==> src/hw/smq_params.svh <==
// register offsets, field positions, reset values and timing counts of the mirror/qos block
`ifndef SMQ_PARAMS_SVH
`define SMQ_PARAMS_SVH

// register byte offsets (one 32-bit word each)
`define SMQ_REG_CTRL      8'h00
`define SMQ_REG_UNKNOWN   8'h04
`define SMQ_REG_STATUS    8'h08
`define SMQ_REG_PCFG0     8'h10
`define SMQ_REG_IRATE0    8'h20
`define SMQ_REG_ERATE0    8'h30
`define SMQ_REG_CSLOPE0   8'h40

// control register fields
`define SMQ_CTRL_HOST_LSB   0
`define SMQ_CTRL_RXSNF_LSB  3
`define SMQ_CTRL_TXSNF_LSB  6
`define SMQ_CTRL_SNFP_LSB   9
`define SMQ_CTRL_AND_BIT    11
`define SMQ_CTRL_BAD_BIT    12

// unknown destination register: 4-bit group per class, mask [2:0], enable [3]
`define SMQ_UNK_UC_LSB   0
`define SMQ_UNK_MC_LSB   4
`define SMQ_UNK_VID_LSB  8
`define SMQ_UNK_EN_OFS   3

// per-port config fields
`define SMQ_PCFG_QM_LSB   0
`define SMQ_PCFG_WRR_BIT  2
`define SMQ_PCFG_IFG_BIT  3
`define SMQ_PCFG_PRE_BIT  4
`define SMQ_PCFG_FT_LSB   5
`define SMQ_PCFG_CBS_LSB  8

// reset values
`define SMQ_CTRL_RST     32'h0000_0600
`define SMQ_UNK_RST      32'h0000_0000
`define SMQ_PCFG_RST     32'h0000_0002
`define SMQ_RATE_RST     32'h0000_0000

// timing: credit tick period and clock period in ns
`define SMQ_TICK_NS      1000
`define SMQ_CLK_NS       100

// byte counts and link limits
`define SMQ_IFG_BYTES    15'h000c
`define SMQ_PRE_BYTES    15'h0008
`define SMQ_LIM_10M      8'h0a
`define SMQ_LIM_100M     8'h64

`endif

==> src/hw/smq_pkg.sv <==
// types shared by the mirror/qos block
`default_nettype none
package smq_pkg;
	typedef enum logic [1:0] {QM_ONE, QM_TWO, QM_FOUR} smq_qmode_t;
	typedef enum logic [1:0] {FT_ALL, FT_MCAST, FT_BCAST, FT_FLOOD} smq_ftype_t;
	typedef enum logic [1:0] {SP_10, SP_100, SP_1000} smq_speed_t;
	typedef logic signed [19:0] smq_credit_t;
endpackage : smq_pkg
`default_nettype wire

==> src/hw/smq_switch_qos.sv <==
// forwarding decision, mirroring, rate limiting, shaping and egress scheduling of a 3-port switch
//
// Design decisions made here: the register addresses and the Avalon-MM slave port.
`default_nettype none
`include "smq_params.svh"

module smq_switch_qos
	import smq_pkg::*;
#(
	parameter int BURST_BITS = 16384,	// ingress bucket ceiling in bits
	parameter int NPORT      = 3,
	parameter int NQ         = 4
) (
	// clock and reset
	input  wire logic        clk_in,
	input  wire logic        rst_in,
	// avalon-mm register slave
	input  wire logic [7:0]  avs_address_in,
	input  wire logic        avs_read_in,
	input  wire logic        avs_write_in,
	input  wire logic [31:0] avs_writedata_in,
	input  wire logic [3:0]  avs_byteenable_in,
	output logic [31:0]      avs_readdata_out,
	output logic             avs_waitrequest_out,
	// ingress frame descriptor after address lookup
	input  wire logic        in_valid_in,
	input  wire logic [1:0]  in_port_in,
	input  wire logic [1:0]  in_prio_in,
	input  wire logic [10:0] in_len_in,
	input  wire logic        in_mcast_in,
	input  wire logic        in_bcast_in,
	input  wire logic        in_hit_in,
	input  wire logic [2:0]  in_hit_mask_in,
	input  wire logic        in_vid_miss_in,
	input  wire logic        in_mld_in,
	input  wire logic        in_err_in,
	// forwarding result
	output logic             fwd_valid_out,
	output logic [2:0]       fwd_mask_out,
	output logic             fwd_drop_out,
	// egress side, per port
	input  wire logic [5:0]  link_speed_in,
	input  wire logic [11:0] eg_pending_in,
	input  wire logic [2:0]  eg_ready_in,
	input  wire logic [2:0]  eg_done_in,
	input  wire logic [32:0] eg_done_len_in,
	output logic [2:0]       eg_grant_out,
	output logic [5:0]       eg_queue_out
);
	// cycles per credit tick, at least one
	localparam int TICK_CYC = (`SMQ_TICK_NS / `SMQ_CLK_NS) < 1 ? 1 : (`SMQ_TICK_NS / `SMQ_CLK_NS);
	localparam smq_credit_t BURST = smq_credit_t'(BURST_BITS);

	// the port and queue counts are wired into the field layout
	if (NPORT != 3 || NQ != 4 || BURST_BITS < 1 || BURST_BITS > 262143) begin : g_chk
		$error("smq_switch_qos: unsupported parameter values");
	end

	// frame cost in bits, optional gap and preamble bytes added
	function automatic smq_credit_t smq_cost(input logic [10:0] len, input logic ifg,
		input logic pre);
		logic [14:0] b;
		b = {4'h0, len} + (ifg ? `SMQ_IFG_BYTES : 15'h0000) + (pre ? `SMQ_PRE_BYTES : 15'h0000);
		smq_cost = $signed({2'b00, b, 3'b000});
	endfunction

	// limiting active only for a nonzero rate within link speed
	function automatic logic smq_lim_on(input logic [7:0] rate, input logic [1:0] spd);
		smq_lim_on = (rate != 8'h00)
			&& !(spd == SP_10 && rate > `SMQ_LIM_10M)
			&& !(spd == SP_100 && rate > `SMQ_LIM_100M);
	endfunction

	// byte-enable merge of a write into a register
	function automatic logic [31:0] smq_merge(input logic [31:0] old, input logic [31:0] wd,
		input logic [3:0] be);
		for (int i = 0; i < 4; i++) begin
			smq_merge[8*i +: 8] = be[i] ? wd[8*i +: 8] : old[8*i +: 8];
		end
	endfunction

	// software registers
	logic [31:0] ctrl;		// host, sniff sets, sniffer port, modes
	logic [31:0] unk;		// unknown destination sets
	logic [31:0] pcfg   [3];	// per-port queue and limiter config
	logic [31:0] irate  [3];	// ingress rate per priority, Mbps
	logic [31:0] erate  [3];	// egress rate per queue, Mbps
	logic [31:0] cslope [3];	// shaper idle slope per queue, Mbps
	logic [15:0] drop_cnt;		// frames dropped by ingress limiting
	logic [2:0]  host_mask;		// effective host port, one-hot or empty

	// bus handshake: one wait cycle, then the answer
	logic        ack_q;
	wire  logic  bus_req = avs_read_in | avs_write_in;
	wire  logic  wr_go   = avs_write_in & ack_q;
	wire  logic  [7:0] a = avs_address_in;
	assign avs_waitrequest_out = bus_req & ~ack_q;

	// acknowledge toggles so each request gets exactly one answer edge
	always_ff @(posedge clk_in) begin
		if (rst_in) begin
			ack_q <= 1'b0;
		end else begin
			ack_q <= bus_req & ~ack_q;
		end
	end

	// read mux, unmapped words read as zero
	logic [31:0] rd_mux;
	always_comb begin
		rd_mux = 32'h0000_0000;
		if (a == `SMQ_REG_CTRL) rd_mux = ctrl;
		if (a == `SMQ_REG_UNKNOWN) rd_mux = unk;
		if (a == `SMQ_REG_STATUS) rd_mux = {13'h0000, host_mask, drop_cnt};
		for (int p = 0; p < 3; p++) begin
			if (a == `SMQ_REG_PCFG0 + 8'(4 * p)) rd_mux = pcfg[p];
			if (a == `SMQ_REG_IRATE0 + 8'(4 * p)) rd_mux = irate[p];
			if (a == `SMQ_REG_ERATE0 + 8'(4 * p)) rd_mux = erate[p];
			if (a == `SMQ_REG_CSLOPE0 + 8'(4 * p)) rd_mux = cslope[p];
		end
	end

	// read data loaded during the wait cycle, stands at the answer edge
	always_ff @(posedge clk_in) begin
		if (rst_in) begin
			avs_readdata_out <= 32'h0000_0000;
		end else if (avs_read_in & ~ack_q) begin
			avs_readdata_out <= rd_mux;
		end
	end

	// global register writes
	always_ff @(posedge clk_in) begin
		if (rst_in) begin
			ctrl <= `SMQ_CTRL_RST;
			unk  <= `SMQ_UNK_RST;
		end else if (wr_go) begin
			if (a == `SMQ_REG_CTRL) ctrl <= smq_merge(ctrl, avs_writedata_in, avs_byteenable_in);
			if (a == `SMQ_REG_UNKNOWN) unk <= smq_merge(unk, avs_writedata_in, avs_byteenable_in);
		end
	end

	// credit tick divider
	logic [15:0] tick_cnt;
	wire  logic  tick = (tick_cnt == 16'(TICK_CYC - 1));
	always_ff @(posedge clk_in) begin
		if (rst_in || tick) begin
			tick_cnt <= 16'h0000;
		end else begin
			tick_cnt <= tick_cnt + 16'h0001;
		end
	end

	// control fields
	wire logic [2:0] host_en  = ctrl[`SMQ_CTRL_HOST_LSB +: 3];
	wire logic [2:0] rx_snf   = ctrl[`SMQ_CTRL_RXSNF_LSB +: 3];
	wire logic [2:0] tx_snf   = ctrl[`SMQ_CTRL_TXSNF_LSB +: 3];
	wire logic [1:0] snf_port = ctrl[`SMQ_CTRL_SNFP_LSB +: 2];
	// lowest tail-tag port wins if software sets several
	assign host_mask = host_en & (~host_en + 3'h1);
	wire logic [2:0] snf_bit = (snf_port == 2'h3) ? 3'h0 : (3'h1 << snf_port);

	// ingress classification
	wire logic       port_ok  = (in_port_in != 2'h3);
	wire logic [2:0] in_bit   = port_ok ? (3'h1 << in_port_in) : 3'h0;
	wire logic       unk_vid  = in_vid_miss_in;
	wire logic       unk_mc   = ~in_vid_miss_in & ~in_hit_in & (in_mcast_in | in_bcast_in);
	wire logic       unk_uc   = ~in_vid_miss_in & ~in_hit_in & ~in_mcast_in & ~in_bcast_in;
	wire logic [3:0] unk_sel  = unk_vid ? unk[`SMQ_UNK_VID_LSB +: 4]
		: unk_mc ? unk[`SMQ_UNK_MC_LSB +: 4] : unk[`SMQ_UNK_UC_LSB +: 4];
	// programmed set replaces flooding; empty set discards
	wire logic [2:0] unk_mask = unk_sel[`SMQ_UNK_EN_OFS] ? unk_sel[2:0] : 3'h7;
	wire logic [2:0] lk_mask  = (unk_vid | unk_mc | unk_uc) ? unk_mask : in_hit_mask_in;
	// listener discovery goes to the host alone
	wire logic [2:0] norm_mask = (in_mld_in ? host_mask : lk_mask) & ~in_bit;

	// mirroring
	wire logic rx_m  = port_ok & rx_snf[in_port_in[1:0]];
	wire logic tx_m  = |(norm_mask & tx_snf);
	wire logic mir   = ctrl[`SMQ_CTRL_AND_BIT] ? (rx_m & tx_m) : (rx_m | tx_m);
	wire logic bad_ok = ctrl[`SMQ_CTRL_BAD_BIT];
	// an errored frame reaches only the sniffer, and only when asked
	wire logic [2:0] err_mask = (bad_ok & rx_m) ? snf_bit : 3'h0;
	// or-ing the sniffer bit keeps a single copy per port
	// a trapped listener packet is never mirrored
	wire logic [2:0] ok_mask  = norm_mask | ((mir & ~in_mld_in) ? snf_bit : 3'h0);
	// the sniffer copy never goes back out of the ingress port
	wire logic [2:0] fin_mask = (in_err_in ? err_mask : ok_mask) & ~in_bit;

	// ingress limiter selection
	wire logic [31:0] in_cfg  = pcfg[in_port_in == 2'h3 ? 2'h0 : in_port_in];
	wire smq_credit_t in_cost = smq_cost(in_len_in, in_cfg[`SMQ_PCFG_IFG_BIT],
		in_cfg[`SMQ_PCFG_PRE_BIT]);
	wire logic [1:0]  in_ft   = in_cfg[`SMQ_PCFG_FT_LSB +: 2];
	// flooded unicast is an unknown unicast frame
	wire logic in_sel = (in_ft == FT_ALL) | (in_ft == FT_MCAST & in_mcast_in)
		| (in_ft == FT_BCAST & in_bcast_in) | (in_ft == FT_FLOOD & unk_uc);
	logic [11:0] ib_neg;	// bucket in deficit, per port and priority
	logic [11:0] ib_lim;	// limiter active, per port and priority
	wire logic [3:0] ib_idx = {in_port_in, in_prio_in};
	wire logic in_over = port_ok & in_sel & ib_lim[ib_idx] & ib_neg[ib_idx];
	wire logic in_drop = ~port_ok | in_over | (fin_mask == 3'h0);
	wire logic in_chg  = in_valid_in & port_ok & in_sel & ~in_over & ~in_err_in;

	// forwarding result register
	always_ff @(posedge clk_in) begin
		if (rst_in) begin
			fwd_valid_out <= 1'b0;
			fwd_mask_out  <= 3'h0;
			fwd_drop_out  <= 1'b0;
		end else begin
			fwd_valid_out <= in_valid_in;
			fwd_mask_out  <= in_drop ? 3'h0 : fin_mask;
			fwd_drop_out  <= in_valid_in & in_drop;
		end
	end

	// count rate-limit drops for software
	always_ff @(posedge clk_in) begin
		if (rst_in) begin
			drop_cnt <= 16'h0000;
		end else if (in_valid_in & in_over) begin
			drop_cnt <= drop_cnt + 16'h0001;
		end
	end

	// per-port registers, buckets, shapers and scheduler
	for (genvar p = 0; p < 3; p++) begin : g_port
		wire logic [1:0] spd   = link_speed_in[2*p +: 2];
		wire logic [1:0] qm    = pcfg[p][`SMQ_PCFG_QM_LSB +: 2];
		wire logic [3:0] q_on  = (qm == QM_FOUR) ? 4'hf : (qm == QM_TWO) ? 4'h3 : 4'h1;
		// only the top two of four, or queue 1 of two, may be shaped
		wire logic [3:0] cbs_ok = (qm == QM_FOUR) ? 4'hc : (qm == QM_TWO) ? 4'h2 : 4'h0;
		wire logic [3:0] cbs_on = pcfg[p][`SMQ_PCFG_CBS_LSB +: 4] & cbs_ok;
		// shaping forces strict order among the rest
		wire logic use_wrr = pcfg[p][`SMQ_PCFG_WRR_BIT] & (cbs_on == 4'h0) & (qm != QM_ONE);
		wire logic [10:0] dlen = eg_done_len_in[11*p +: 11];
		wire smq_credit_t eg_cost = smq_cost(dlen, pcfg[p][`SMQ_PCFG_IFG_BIT],
			pcfg[p][`SMQ_PCFG_PRE_BIT]);
		logic [1:0] last_q;	// queue charged at frame end
		logic [3:0] eb_ok;	// egress bucket allows a start
		logic [3:0] cb_ok;	// shaper credit allows a start
		logic [3:0] wcred [4];	// round robin allowance left

		// per-port register writes
		always_ff @(posedge clk_in) begin
			if (rst_in) begin
				pcfg[p]   <= `SMQ_PCFG_RST;
				irate[p]  <= `SMQ_RATE_RST;
				erate[p]  <= `SMQ_RATE_RST;
				cslope[p] <= `SMQ_RATE_RST;
			end else if (wr_go) begin
				if (a == `SMQ_REG_PCFG0 + 8'(4 * p))
					pcfg[p] <= smq_merge(pcfg[p], avs_writedata_in, avs_byteenable_in);
				if (a == `SMQ_REG_IRATE0 + 8'(4 * p))
					irate[p] <= smq_merge(irate[p], avs_writedata_in, avs_byteenable_in);
				if (a == `SMQ_REG_ERATE0 + 8'(4 * p))
					erate[p] <= smq_merge(erate[p], avs_writedata_in, avs_byteenable_in);
				if (a == `SMQ_REG_CSLOPE0 + 8'(4 * p))
					cslope[p] <= smq_merge(cslope[p], avs_writedata_in, avs_byteenable_in);
			end
		end

		for (genvar q = 0; q < 4; q++) begin : g_q
			wire logic [7:0] ir = irate[p][8*q +: 8];
			wire logic [7:0] er = erate[p][8*q +: 8];
			wire smq_credit_t cs = $signed({12'h000, cslope[p][8*q +: 8]});
			wire logic i_lim = smq_lim_on(ir, spd);
			wire logic e_lim = smq_lim_on(er, spd);
			wire logic pend  = eg_pending_in[4*p + q];
			wire logic done  = eg_done_in[p] & (last_q == 2'(q));
			smq_credit_t ib, eb, cb;
			smq_credit_t ib_add, eb_add;
			assign ib_lim[4*p + q] = i_lim;
			assign ib_neg[4*p + q] = ib[19];
			// tokens refill per tick, the ingress bucket up to the burst ceiling, the egress one up to zero
			assign ib_add = (tick ? $signed({12'h000, ir}) : 20'sh00000) + ib;
			assign eb_add = (tick ? $signed({12'h000, er}) : 20'sh00000) + eb;
			assign eb_ok[q] = ~e_lim | ~eb[19];
			assign cb_ok[q] = ~cbs_on[q] | ~cb[19];

			// ingress bucket per priority of this port
			always_ff @(posedge clk_in) begin
				if (rst_in || !i_lim) begin
					ib <= BURST;
				end else begin
					ib <= ((ib_add > BURST) ? BURST : ib_add)
						- ((in_chg && ib_idx == 4'(4 * p + q)) ? in_cost : 20'sh00000);
				end
			end

			// egress leaky bucket: no positive credit, so frames are spaced out
			always_ff @(posedge clk_in) begin
				if (rst_in || !e_lim) begin
					eb <= 20'sh00000;
				end else begin
					eb <= ((eb_add > 20'sh00000) ? 20'sh00000 : eb_add)
						- (done ? eg_cost : 20'sh00000);
				end
			end

			// credit shaper: earns while waiting, spends on each frame
			always_ff @(posedge clk_in) begin
				if (rst_in || !cbs_on[q]) begin
					cb <= 20'sh00000;
				end else if (done) begin
					cb <= cb - eg_cost;
				end else if (!pend && !cb[19]) begin
					cb <= 20'sh00000;	// idle queue keeps no surplus
				end else if (tick && cb < BURST) begin
					cb <= cb + cs;
				end
			end
		end

		// queues allowed to start now; blocked ones just wait in memory
		wire logic [3:0] elig = eg_pending_in[4*p +: 4] & q_on & eb_ok & cb_ok;
		wire logic [3:0] w_ok = {wcred[3] != 4'h0, wcred[2] != 4'h0,
			wcred[1] != 4'h0, wcred[0] != 4'h0};
		wire logic [3:0] cand = use_wrr ? (elig & w_ok) : elig;
		// highest candidate queue, queue 3 first
		wire logic [1:0] pick = cand[3] ? 2'h3 : cand[2] ? 2'h2 : cand[1] ? 2'h1 : 2'h0;
		wire logic can_go = eg_ready_in[p] & ~eg_grant_out[p] & (cand != 4'h0);

		// grant pulse and chosen queue
		always_ff @(posedge clk_in) begin
			if (rst_in) begin
				eg_grant_out[p]      <= 1'b0;
				eg_queue_out[2*p +: 2] <= 2'h0;
				last_q               <= 2'h0;
			end else begin
				eg_grant_out[p] <= can_go;
				if (can_go) begin
					eg_queue_out[2*p +: 2] <= pick;
					last_q               <= pick;
				end
			end
		end

		// round robin allowances 8:4:2:1, reloaded once all eligible are spent
		always_ff @(posedge clk_in) begin
			if (rst_in || (elig != 4'h0 && (elig & w_ok) == 4'h0)) begin
				wcred[3] <= 4'h8;
				wcred[2] <= 4'h4;
				wcred[1] <= 4'h2;
				wcred[0] <= 4'h1;
			end else if (can_go && use_wrr) begin
				wcred[pick] <= wcred[pick] - 4'h1;
			end
		end
	end

endmodule // smq_switch_qos
`default_nettype wire

==> config.mk <==
export PLATFORM = sky130hd
export DESIGN_NAME = smq_switch_qos
export DESIGN_NICKNAME = d
export VERILOG_FILES = /design/src/hw/smq_pkg.sv /design/src/hw/smq_switch_qos.sv
export VERILOG_INCLUDE_DIRS = /design/src /design/src/hw
export SDC_FILE = /design/constraint.sdc
export NUM_CORES = 2
export LEC_CHECK = 0
export BUFFER_PORTS_ARGS = -buffer_cell sky130_fd_sc_hd__buf_2
export CAP_MARGIN = 10
export CORE_MARGIN = 2
export CORE_UTILIZATION = 51
export DETAILED_ROUTE_END_ITERATION = 16
export PLACE_DENSITY = 0.82
export REMOVE_ABC_BUFFERS = 1
export SYNTH_ARGS = -nofsm -noshare
export SYNTH_HDL_FRONTEND = slang
export SYNTH_SLANG_ARGS = --single-unit
==> constraint.sdc <==
create_clock -name clk_in -period 7.4 [get_ports clk_in]
set_clock_uncertainty 0.05 [all_clocks]
set_input_delay 1.11 -clock clk_in [delete_from_list [all_inputs] [get_ports clk_in]]
set_output_delay 1.11 -clock clk_in [all_outputs]
set_load 0.02 [all_outputs]
==> impl_metrics.env <==
export IMPL_status="finished, final reports clean"
export IMPL_clock_root_buffer="clkbuf_16"
export IMPL_synth_common_cells="nor2_1 (1311), nand2_1 (1039), dfxtp_1 (803), and2_1 (721), ha_1 (687)"
export IMPL_hold_path_depth=2
export IMPL_ctsLongestPathBuffers=3
export IMPL_criticalPathCategory="flip-flop to flip-flop"
export IMPL_drc=0
export IMPL_setup_ws_ps=196.1
export IMPL_maxSlewViolCount=0
export IMPL_register_area_sq_um=29050
export IMPL_peakVddDrop_mv=0.1931
export IMPL_hpwl_mm=227.5
export IMPL_vias_per_cell=6.462
export IMPL_track_usage_pct=32.75
export IMPL_max_slew_margin_pct=15.24
export IMPL_wirelength_mm=314.8
export IMPL_yosysMostFrequentCell="nor2_1"
export IMPL_min_delay_start="ctrl[31]$_SDFFE_PP0P_"
export IMPL_p_seq_share_pct=36.7
export IMPL_p_clk_share_pct=32.5
export IMPL_dieWidth_microns=428.3
export IMPL_p_sw_share_pct=35.65
export IMPL_grt_overflow_total=0
export IMPL_ctsHoldBuffers=0
export IMPL_r2r_start="tick_cnt[1]$_SDFF_PP0_"
export IMPL_period_share_pct=97.35
export IMPL_nets=12190
export IMPL_synthCells=11210
export IMPL_dieArea_sq_um=183400
export IMPL_dr_pass1_iters=11
export IMPL_synth_top_area_share_pct=17.51
export IMPL_gp_congestion=1.034
export IMPL_fillers=15300
export IMPL_worst_hold_path_type="flip-flop to flip-flop"
export IMPL_clock_sinks=1235
export IMPL_p_total_uw=22740
export IMPL_grt_max_degree=103
export IMPL_ys_dominant_reg_cell="dfxtp_1"
export IMPL_required_ps=8060
export IMPL_start_kind="flip-flop"
export IMPL_grt_antenna_before_repair=52
export IMPL_switching_power_uw=8108
export IMPL_cpMostUsedCell="buf_4"
export IMPL_ys_ff_latch=1235
export IMPL_internal_power_uw=14630
export IMPL_min_period_ps=7204
export IMPL_layout_drive_gt1_share_pct=7.319
export IMPL_r2r_end="g_port[1].g_q[1].ib[18]$_SDFF_PP0_"
export IMPL_crit_fanout=20
export IMPL_syn2layout_area_growth_pct=9.832
export IMPL_clock_latency_ps=840
export IMPL_wl_per_cell_microns=22.77
export IMPL_rows=155
export IMPL_initial_core_util_pct=51.40
export IMPL_cap_viol_max_count=0
export IMPL_io_buffers=176
export IMPL_async_flop_share_pct=0
export IMPL_hold_end="ctrl[31]$_SDFFE_PP0P_"
export IMPL_cts_tree="done"
export IMPL_yosys_top_cells_area="dfxtp_1 (18%), edfxtp_1 (14%), ha_1 (9.4%), nor2_1 (5.4%), xnor2_1 (5.0%)"
export IMPL_drtIter0Drc=11750
export IMPL_avgSynthCellArea_sq_um=8.194
export IMPL_slowest_delay_ps=430
export IMPL_htree_levels=4
export IMPL_synth_edf_count=432
export IMPL_vias=89350
export IMPL_finalHoldViolations=0
export IMPL_powerDensity_nw_per_um2=225.5
export IMPL_place_area_sq_um=95510
export IMPL_final_setup_tns_ps=0
export IMPL_ys_seq_area_share_pct=31.64
export IMPL_fmax_mhz=138.8
export IMPL_worstMarginPinSlew_ps=1258
export IMPL_dp_slack_ps=-35.28
export IMPL_setup_viol=0
export IMPL_reg2reg_slack_ps=200
export IMPL_grt_pass1_vias=84410
export IMPL_postLayoutCellArea_sq_um=100800
export IMPL_rr_worst_depth=32
export IMPL_io_pins=177
export IMPL_cp_arrival_ps=7870
export IMPL_yosysWarnings=0
export IMPL_comb_power_share_pct=30.8
export IMPL_cts_made_buffers=144
export IMPL_fp_dieH_microns=428.3
export IMPL_power_leakage_uw=0.03964
export IMPL_crit_path_end_kind="flip-flop"
export IMPL_synth_area_sq_um=91820
export IMPL_synth_cell_types=101
export IMPL_core_area_sq_um=178600
export IMPL_grt_pass1_wl_mm=477.8
export IMPL_slowest_stage="a2111oi_1"
export IMPL_cts_clk_slew_worst_paths_ps=60
export IMPL_multi_input_area_sq_um=60050
export IMPL_detail_route_antenna_nets=0
export IMPL_synth_top_area_cell="dfxtp_1"
[layout by cell type (no fill, tap or decap), drive strengths merged, types with 64 or more instances in the layout]
cell,count
ha,687
or3,114
a31oi,81
nor2b,164
a21oi,663
nor4,64
or4,80
buf,394
nand3,328
o21a,93
nand4,92
and3,151
or2,85
dfxtp,803
a211oi,141
clkbuf,208
nand2b,170
inv,348
a22oi,110
o21ai,651
and2,723
o21bai,103
xor2,310
edfxtp,432
fa,74
a21o,200
nor2,1311
nand2,1039
nor3,304
xnor2,527
[state kept, by name, summed over array words and instances (netlist names), 2 cells and up]
name and cells:
tick_cnt 16, ctrl 32, unk 32, drop_cnt 16
g_port.last_q 4, g_port.g_q.cb 180, avs_readdata_out 32, g_port.g_q.eb 240
eg_grant_out 3, erate 96, pcfg 96, eg_queue_out 2
g_port.wcred 48, fwd_mask_out 3, cslope 96, g_port.g_q.ib 240
irate 96
[cell type report]
class	count	area share, %
antenna	50	0.1241
clock buffer	205	4.062
clock inverter	62	0.7134
inverter	342	1.274
multi-input combinational	9181	59.54
sequential	1235	28.80
tap	2355	2.922
timing repair buffer	397	2.556
[how the worst max path moves through the flow]
stage | start | to | slack [ps]
after global placement | tick_cnt[0]$_SDFF_PP0_ | g_port[0].g_q[3].eb[17]$_SDFF_PP0_ | 300
after global routing | tick_cnt[1]$_SDFF_PP0_ | g_port[1].g_q[1].ib[18]$_SDFF_PP0_ | -110
after CTS | tick_cnt[0]$_SDFF_PP0_ | g_port[1].g_q[1].eb[18]$_SDFF_PP0_ | 10
after detailed placement | tick_cnt[0]$_SDFF_PP0_ | g_port[1].g_q[0].eb[18]$_SDFF_PP0_ | -40
after floorplan | tick_cnt[0]$_SDFF_PP0_ | g_port[1].g_q[0].ib[17]$_SDFF_PP0_ | -1580
final | tick_cnt[1]$_SDFF_PP0_ | g_port[1].g_q[1].ib[18]$_SDFF_PP0_ | 200
[power by group through the flow]
stage | sequential (uW) | combinational, uW | clock [uW]
final | 8340 | 7000 | 7400
after global routing | 8400 | 7650 | 7650
after CTS | 8300 | 6790 | 7390
after detailed placement | 8430 | 6720 | 0
after global placement | 8400 | 6460 | 0
after floorplan | 8180 | 4890 | 0
[cell families after synthesis]
family	count (synthesis)	share of synthesized area, %
xor gates and xnor gates	837	7.984
AOI/OAI and AO/OA	2717	19.37
adders and majority gates	762	10.99
and+or+nand+nor	4787	25.85
muxes	74	0.9117
buffers and inverters	793	3.260
DFF	1235	31.64
[repair_timing]
item,CTS,global route
cloned,2,2
pin swaps,1,8
setup endpoints to repair,5,91
hold endpoints to repair,0,0
setup buffers,2,10
gates resized for setup,8,35
[per-stage QoR]
stage,cells,utilization [%],hold WS (ps)
2_1_floorplan,10750,-,379.7
6_report,13830,56.46,408.9
3_5_place_dp,13490,53.47,395.9
3_3_place_gp,13490,53.47,390.6
5_1_grt,13810,56.44,425.7
4_1_cts,13760,56.23,404.2
[critical path, delay by kind of cell (launching register included)]
family          cells  cell delay [ps]
compound gates     12             2660
fa+ha+maj           4             1190
buf+inv             7             1140
flops               1              390
simple gates        9             1630
[routing by layer]
metal  track usage (%)  wire length (microns)
met1             39.39                 114900
met2             49.90                 133900
met3             8.956                  38220
met4             24.81                  27620
met5                 0                    126
Power figures use the tool's default switching activity.
